--- src/flag_status_pkg.sv ---
// Purpose: Constants for the generic flag status word returned to the host.
// Assumes: A frame decoder elsewhere presents each received 32-bit command word as a one-cycle strobe.
// Notes: The flag register has no bus offset; it is reached by its message selector.
package flag_status_pkg;
   localparam int cmd_width = 32;
   localparam int rw_bit = 31;
   localparam int sel_msb = 30;
   localparam int sel_lsb = 27;
   localparam logic [3:0] sel_generic_flags = 4'hf;
   localparam logic rw_read = 1'b0;
   localparam int overvoltage_bit = 3;
   localparam int phase_sync_bit = 2;
   localparam int enable_latch_bit = 1;
   localparam int reset_latch_bit = 0;
   localparam logic overvoltage_reset = 1'b0;
   localparam logic phase_sync_reset = 1'b0;
   localparam logic enable_latch_reset = 1'b1;
   localparam logic reset_latch_reset = 1'b1;
endpackage : flag_status_pkg

--- src/edge_fall_detect.sv ---
// Purpose: Flags a high-to-low change of a synchronous level.
// Assumes: Input is already synchronous to ref_clk.
// Notes: The history starts high so a level already low at release of reset reads as a fall.
`timescale 1ns/1ns
module edge_fall_detect (
   // Clock and reset
   input wire logic ref_clk,
   input wire logic rst_n,
   // Level in, pulse out
   input wire logic level,
   output logic fell
);
   typedef struct packed {
      logic last;
   } edge_state_type;
   edge_state_type state;
   edge_state_type next_state;
   always_comb begin
      next_state = state;
      next_state.last = level;
   end
   always_ff @(posedge ref_clk or negedge rst_n) begin
      if (!rst_n) begin
         state <= '{last: 1'b1};
      end else begin
         state <= next_state;
      end
   end
   assign fell = state.last & ~level;
endmodule : edge_fall_detect

--- src/generic_flag_status_read.sv ---
// Purpose: Sticky device flags returned on a generic flag read command.
// Assumes: cmd_valid is a one-cycle strobe with cmd_word stable in that cycle.
// Notes: Response appears one cycle after the command; read side effects land in the same edge.
`timescale 1ns/1ns
module generic_flag_status_read
   import flag_status_pkg::*;
(
   // Clock and reset
   input wire logic ref_clk,
   input wire logic rst_n,
   // Command word from the serial frame decoder
   input wire logic cmd_valid,
   input wire logic [31:0] cmd_word,
   // Device event sources
   input wire logic overvoltage_event,
   input wire logic phase_sync_event,
   input wire logic enable_in,
   input wire logic reset_in_n,
   // Response toward the serial shifter
   output logic resp_valid,
   output logic [31:0] resp_word,
   // Live flag view
   output logic [3:0] flags
);
   typedef struct packed {
      logic overvoltage_flag;
      logic phase_sync_flag;
      logic enable_latch;
      logic reset_event_latch;
      logic resp_valid;
      logic [31:0] resp_word;
   } flag_state_type;

   flag_state_type state;
   flag_state_type next_state;
   logic reset_fell;
   logic flag_read;

   // Writes and every other selector fall through here untouched.
   // They must not clear anything, since other blocks own those messages.
   function automatic logic is_flag_read(input logic [31:0] w);
      is_flag_read = (w[rw_bit] == rw_read) && (w[sel_msb:sel_lsb] == sel_generic_flags);
   endfunction : is_flag_read

   edge_fall_detect reset_edge (
      .ref_clk(ref_clk),
      .rst_n(rst_n),
      .level(reset_in_n),
      .fell(reset_fell)
   );

   assign flag_read = cmd_valid && is_flag_read(cmd_word);

   // Clears from a read are applied first and sets from events last.
   // This way an event in the read cycle is never lost; it shows in the next read.
   // A low enable input likewise wins over the read clear of the enable latch.
   always_comb begin
      next_state = state;
      next_state.resp_valid = flag_read;
      if (flag_read) begin
         // The word returned is the flags as they stood before this read clears them.
         next_state.resp_word = '0;
         next_state.resp_word[rw_bit] = 1'b0;
         next_state.resp_word[sel_msb:sel_lsb] = sel_generic_flags;
         next_state.resp_word[overvoltage_bit] = state.overvoltage_flag;
         next_state.resp_word[phase_sync_bit] = state.phase_sync_flag;
         next_state.resp_word[enable_latch_bit] = state.enable_latch;
         next_state.resp_word[reset_latch_bit] = state.reset_event_latch;
         next_state.overvoltage_flag = 1'b0;
         next_state.phase_sync_flag = 1'b0;
         next_state.reset_event_latch = 1'b0;
         if (enable_in) begin
            next_state.enable_latch = 1'b0;
         end
      end
      // Events are applied after the clear so one landing on a read edge is kept.
      if (overvoltage_event) begin
         next_state.overvoltage_flag = 1'b1;
      end
      if (phase_sync_event) begin
         next_state.phase_sync_flag = 1'b1;
      end
      if (!enable_in) begin
         next_state.enable_latch = 1'b1;
      end
      if (reset_fell) begin
         next_state.reset_event_latch = 1'b1;
      end
   end

   always_ff @(posedge ref_clk or negedge rst_n) begin
      if (!rst_n) begin
         state <= '{overvoltage_flag: overvoltage_reset, phase_sync_flag: phase_sync_reset,
                    enable_latch: enable_latch_reset, reset_event_latch: reset_latch_reset,
                    resp_valid: 1'b0, resp_word: 32'h0000_0000};
      end else begin
         state <= next_state;
      end
   end

   assign resp_valid = state.resp_valid;
   assign resp_word = state.resp_word;
   assign flags = {state.overvoltage_flag, state.phase_sync_flag, state.enable_latch, state.reset_event_latch};

   // The checks below are idle while reset is held, so the reset values never trip them.
   // Each one looks one edge ahead at most, which keeps them cheap to evaluate.

   // Only a read of the generic selector may produce a response, and it always does.
   a_decode_response: assert property (@(posedge ref_clk)
      disable iff (!rst_n)
      resp_valid |-> $past(cmd_valid)
      && $past(cmd_word[sel_msb:sel_lsb]) == sel_generic_flags && $past(cmd_word[rw_bit]) == rw_read)
      else $error("Response without a generic flag read");

   a_read_answered: assert property (@(posedge ref_clk)
      disable iff (!rst_n)
      flag_read
      |=> resp_valid)
      else $error("Flag read not answered");

   a_refused_silent: assert property (@(posedge ref_clk)
      disable iff (!rst_n)
      cmd_valid && !flag_read
      |=> !resp_valid)
      else $error("Refused command answered");

   // The overvoltage flag is sticky until a read that has no new event with it.
   a_overvoltage_sticky: assert property (@(posedge ref_clk)
      disable iff (!rst_n)
      overvoltage_event
      |=> flags[overvoltage_bit])
      else $error("Overvoltage event lost");

   a_overvoltage_hold: assert property (@(posedge ref_clk)
      disable iff (!rst_n)
      flags[overvoltage_bit] && !flag_read
      |=> flags[overvoltage_bit])
      else $error("Overvoltage flag dropped without read");

   a_overvoltage_clear: assert property (@(posedge ref_clk)
      disable iff (!rst_n)
      flag_read && !overvoltage_event
      |=> !flags[overvoltage_bit])
      else $error("Overvoltage flag not cleared by read");

   // The phase sync flag follows the same sticky pattern.
   a_sync_sticky: assert property (@(posedge ref_clk)
      disable iff (!rst_n)
      phase_sync_event
      |=> flags[phase_sync_bit])
      else $error("Phase sync event lost");

   a_sync_hold: assert property (@(posedge ref_clk)
      disable iff (!rst_n)
      flags[phase_sync_bit] && !flag_read
      |=> flags[phase_sync_bit])
      else $error("Phase sync flag not held");

   a_sync_clear: assert property (@(posedge ref_clk)
      disable iff (!rst_n)
      flag_read && !phase_sync_event
      |=> !flags[phase_sync_bit])
      else $error("Phase sync flag not cleared by read");

   // The enable latch only falls on a read with the enable input high.
   a_en_clear: assert property (@(posedge ref_clk)
      disable iff (!rst_n)
      flag_read && enable_in
      |=> !flags[enable_latch_bit])
      else $error("Enable latch not cleared by read");

   a_en_hold: assert property (@(posedge ref_clk)
      disable iff (!rst_n)
      flags[enable_latch_bit] && !flag_read
      |=> flags[enable_latch_bit])
      else $error("Enable latch dropped without read");

   a_en_stay_low: assert property (@(posedge ref_clk)
      disable iff (!rst_n)
      !flags[enable_latch_bit] && enable_in
      |=> !flags[enable_latch_bit])
      else $error("Enable latch rose with enable high");

   a_en_force: assert property (@(posedge ref_clk)
      disable iff (!rst_n)
      !enable_in
      |=> flags[enable_latch_bit])
      else $error("Enable latch not forced while enable low");

   a_en_read_low: assert property (@(posedge ref_clk)
      disable iff (!rst_n)
      flag_read && !enable_in
      |=> flags[enable_latch_bit])
      else $error("Read cleared enable latch while enable low");

   // The reset latch falls on every read that has no falling reset input with it, and rises only on a falling reset input.
   a_reset_latch_clear: assert property (@(posedge ref_clk)
      disable iff (!rst_n)
      flag_read && !reset_fell
      |=> !flags[reset_latch_bit])
      else $error("Reset latch not cleared by read");

   a_reset_latch_hold: assert property (@(posedge ref_clk)
      disable iff (!rst_n)
      flags[reset_latch_bit] && !flag_read
      |=> flags[reset_latch_bit])
      else $error("Reset latch dropped without read");

   a_reset_latch_set: assert property (@(posedge ref_clk)
      disable iff (!rst_n)
      $fell(reset_in_n)
      |=> flags[reset_latch_bit])
      else $error("Reset falling edge not latched");

   a_reset_latch_quiet: assert property (@(posedge ref_clk)
      disable iff (!rst_n)
      !flags[reset_latch_bit] && !$fell(reset_in_n)
      |=> !flags[reset_latch_bit])
      else $error("Reset latch set without falling edge");

   // The response carries the flags as they stood before the read, and then stands still.
   a_resp_format: assert property (@(posedge ref_clk)
      disable iff (!rst_n)
      resp_valid |-> resp_word[rw_bit] == 1'b0 && resp_word[sel_msb:sel_lsb] == sel_generic_flags
      && resp_word[sel_lsb-1:overvoltage_bit+1] == '0 && resp_word[overvoltage_bit:reset_latch_bit] == $past(flags))
      else $error("Response word malformed");

   a_resp_stands: assert property (@(posedge ref_clk)
      disable iff (!rst_n)
      !flag_read
      |=> $stable(resp_word))
      else $error("Response word changed without read");
endmodule : generic_flag_status_read

--- config.mk ---
export PLATFORM = sky130hd
export DESIGN_NAME = generic_flag_status_read
export DESIGN_NICKNAME = d
export VERILOG_FILES = /design/src/flag_status_pkg.sv /design/src/edge_fall_detect.sv /design/src/generic_flag_status_read.sv
export SDC_FILE = /design/constraint.sdc
export NUM_CORES = 1
export LEC_CHECK = 0
export ABC_AREA = 1
export BUFFER_PORTS_ARGS = -buffer_cell sky130_fd_sc_hd__buf_2
export CORE_MARGIN = 3
export CORE_UTILIZATION = 30
export CTS_CLUSTER_DIAMETER = 100
export DETAILED_ROUTE_END_ITERATION = 12
export PLACE_DENSITY = 0.75
export SYNTH_ARGS = -nofsm -noshare
export SYNTH_HDL_FRONTEND = slang
export SYNTH_SLANG_ARGS = --single-unit
export TNS_END_PERCENT = 5
--- constraint.sdc ---
create_clock -name ref_clk -period 1.5 [get_ports ref_clk]
set_input_delay 0 -clock ref_clk [delete_from_list [all_inputs] [get_ports ref_clk]]
set_output_delay 0 -clock ref_clk [all_outputs]
set_load 0.005 [all_outputs]
=== Word level (Yosys, flattened, before mapping) ===
Index checks and enable logic that the tools add are counted.

* Register bits after elaboration: 11
* Input bits: 39
* Output and inout bits: 37
* Logic and storage cells: 23

* Equal/unequal tests: 2
* Mux-type cells: 6
* Bitwise gates (word level): 3
* Reduce and logical (&&, ||, !) cells: 5

{| class="wikitable"
|+ Operators with widths
! cell !! number
|-
| 2-bit nonzero test || 3
|-
| 1-bit 2-to-1 mux || 5
|-
| 4-bit == test, second input constant || 1
|-
| 4-bit 2-to-1 mux || 1
|-
| 1-bit logical AND || 2
|-
| 2-bit by 1-bit != test with 1-bit output, second input constant || 1
|-
| 1-bit NOT || 2
|-
| 1-bit bitwise AND || 1
|}

=== Logic depth before layout (Yosys ltp) ===
* Depth in word-level cells: 5
* Depth in mapped cells: 5
* Gate-level depth less buffers: 5

=== By module ===
From an unflattened synthesis, not the netlist that was laid out.

* Cell total of the unflattened synthesis: 73
* Area, all modules: 643.1 sq um

{| class="wikitable"
|+ Modules (own cells, without submodules)
! module !! times used !! cells an instance !! area an instance (sq um)
|-
| generic_flag_status_read || 1 || 70 || 606.8
|-
| edge_fall_detect || 1 || 3 || 36.3
|}

=== Worst setup path after synthesis ===
OpenSTA, ideal clock, no wires.

* Kind: flip-flop to flip-flop
* Start: reg state (netlist bit flags[0])
* End: reg state (netlist bit resp_word[0])
* Setup time: 0.065 ns
* Data arrival time: 0.650 ns
* Data required time: 1.435 ns
* Slack: 0.784 ns
* Stages on the path, launching flop included: 3
* Period minus slack after synthesis: 0.716 ns
* Path through: dfstp_2 > nand3_1 > nand2_1

{| class="wikitable"
|+ RTL lines
! what !! line !! RTL
|-
| start: declaration || generic_flag_status_read.sv:34 || <nowiki>flag_state_type state;</nowiki>
|-
| start signal: assignment || generic_flag_status_read.sv:93 || <nowiki>state <= '{overvoltage_flag: overvoltage_reset, phase_sync_flag: phase_sync_reset,</nowiki>
|-
| start signal: assignment || generic_flag_status_read.sv:97 || <nowiki>state <= next_state;</nowiki>
|}

=== Worst setup path after layout ===
* Start: reg state (netlist bit flags[1])
* End: out flags[1]

{| class="wikitable"
|+ RTL lines
! what !! line !! RTL
|-
| end: declaration || generic_flag_status_read.sv:23 || <nowiki>output logic [3:0] flags</nowiki>
|}

No word-level cell between the ends.

==> qor.yml <==
netlist_area_um2: 637
power_density_nw_per_um2: 864
cp_top_family: "flip-flops"
pwr-share-seq: 0.528
cpPeakStageDelay_ps: 540
hold_end: "resp_word[2]"
gp_congestion: 0.664
grt_pass1_vias: 315
cp_num_buf_inv: 1
yosysWarnings: 0
ir_drop_mv: 0.456
rows: 16
clk_path_buf_depth: 2
grt.overflow.total: 0
worst_path_max_delay_cell: "dfstp_2"
synth_seq_cells: 11
fin_ws_ps: 582
wl_met2_um: 466
avgRoutedWirePerCell_um: 7.75
cts_tree: "built"
p_int_mw: 0.483
crit_start: "flags[1]"
synthSimpleGateAreaFrac: 0.202
cts_resized: 0
status: "completed"
postSynthCellCount: 72
fin_tns_setup_ps: 0
setup_violations: 0
ys.flop_type: "dfrtp_1"
synthMuxAreaShare: 0
synth_area_per_cell_um2: 8.85
total_power_mw: 0.649
hold_start: "cmd_word[31]"
period_needed_ps: 918
grt_setup_unrepaired: "false"
nets: 141
port-buffer-count: 24
cts_max_level: 1
synth_commonest_cells: "27 x buf_4, 20 x nand2_1, 8 x dfrtp_1"
wl_met3_um: 142
synth_adder_area_share: 0
drive_gt1_frac: 0.337
route.top_layer_used: "met3"
wl_met1_um: 383
p_leak_nw: 0.448
route.detailed.drc: 0
drtPass1Iterations: 4
crit_fanout: 3
drv_slew: 0
arrival_ps: 920
clk_pin_slew_ps: 70
place_ws_ps: 768
antenna_found_initial: 0
hpwl_um: 831
dieArea_um2: 2710
async_flop_share: 1.00
synthToLayoutAreaGrowth_pct: 17.9
finalWirelength_um: 992
crit_chain: "buf_2"
synth_most_common_cell: "buf_4"
power_frac_clock: 0.300
coreArea_um2: 1980
fp.dieW_um: 52.1
synth_compound_area_frac: 0
grt_max_degree: 12
vias: 440
netlist_top_cells_area: "buf_4 32%, dfrtp_1 31%, dfstp_2 12%, nand2_1 12%, nor2_4 3.5%"
swShare: 0.256
reg2reg_from: "flags[1]"
antenna_left: 0
post_synth_num_cell_types: 10
track_usage: 0.0703
hold_viol_final: 0
min_path_cells: 4
reg2reg_depth: 2
n_antenna_cell: 0
min_path_type: "in -> reg"
pwr-share-comb: 0.171
synth_top_cell_by_area: "buf_4"
grt_pass1_wl_um: 1360
die_y_um: 52.1
r2r_slack_ps: 760
netlist.area_leader.share: 0.318
finalClockSkew_ps: 2.78
crit_required_ps: 1500
drv_cap: 0
synth_edf_count: 0
p_sw_mw: 0.166
cts-root-buf: "clkbuf_4"
synth_seq_area_share: 0.438
synth_top_family_by_area: "buffers and inverters"
critPathLaunchType: "flip-flop"
reg2reg_to: "resp_word[1]"
clock_sinks: 11
end_kind: "primary output"
clk_latency_ps: 260
io_pins: 76
path_class: "reg -> out"
cts_buffers: 3
viasPerCell: 3.44
synth-xor-area-share: 0
finalCritPeriodShare: 0.612
fmax_ghz: 1.09
drtIter0Drc: 6
initial_core_util: 0.321
[logic make-up after synthesis]
group	after synthesis
buffers and inverters	33
other	1
and+or+nand+nor	27
DFF	11
[repair_timing]
action                                 4_1_cts  5_1_grt
hold buffers                                 5        0
buffers inserted                             0        0
endpoints found under the hold margin       16        0
[sequential cells by signal, summed over array words and instances (netlist names)]
| signal | count |
|---|---|
| flags | 4 |
| reset_edge.state | 1 |
| resp_valid | 1 |
| resp_word | 5 |
[layer usage]
| layer | up-vias | GRT usage |
|---|---|---|
| li1 | 222 | - |
| met1 | 189 | 0.0758 |
| met2 | 29 | 0.111 |
| met3 | 0 | 0.0516 |
| met4 | 0 | 0.0131 |
| met5 | - | 0 |
[final cells by class]
type | instances | area (µm²)
Fill cell | 214 | 1230
Sequential cell | 11 | 279
Multi-Input combinational cell | 51 | 219
Timing Repair Buffer | 29 | 170
Tap cell | 27 | 33.8
Clock buffer | 4 | 26.3
Inverter | 6 | 22.5
[cells in the final DEF (no fill, tap or decap), drive strengths merged]
cell / n
buf: 24
dfstp: 3
clkbuf: 4
nor2: 2
nand2: 21
inv: 6
nand3: 4
conb: 24
dlygate4sd3: 5
dfrtp: 8
[how the worst max path moves through the flow]
stage	to	slack (ps)	depth (start not counted)
3_3_place_gp	resp_word[1]	780	2
2_1_floorplan	resp_word[0]	780	2
4_1_cts	flags[1]	560	1
6_report	flags[1]	580	1
5_1_grt	flags[1]	550	1
3_5_place_dp	resp_word[1]	770	2
[power by group through the flow]
stage	Clock, mW	Sequential, mW	Combinational [mW]
2_1_floorplan	0	0.351	0.0909
3_3_place_gp	0	0.348	0.101
3_5_place_dp	0	0.349	0.103
4_1_cts	0.210	0.344	0.113
5_1_grt	0.219	0.348	0.128
6_report	0.195	0.343	0.111
[through the flow]
| stage | cells | instance area (µm²) | utilization | hold slack [ps] |
|---|---|---|---|---|
| finish | 128 | 751 | 0.379 | 45.5 |
| global route | 128 | 751 | 0.379 | 48.3 |
| CTS | 128 | 751 | 0.379 | 36.6 |
| detailed placement | 119 | 674 | 0.340 | -120 |
| global placement | 119 | 674 | 0.340 | -130 |
| floorplan | 95 | 723 | - | -296 |
Note: power is estimated with default switching activity, not from simulation.
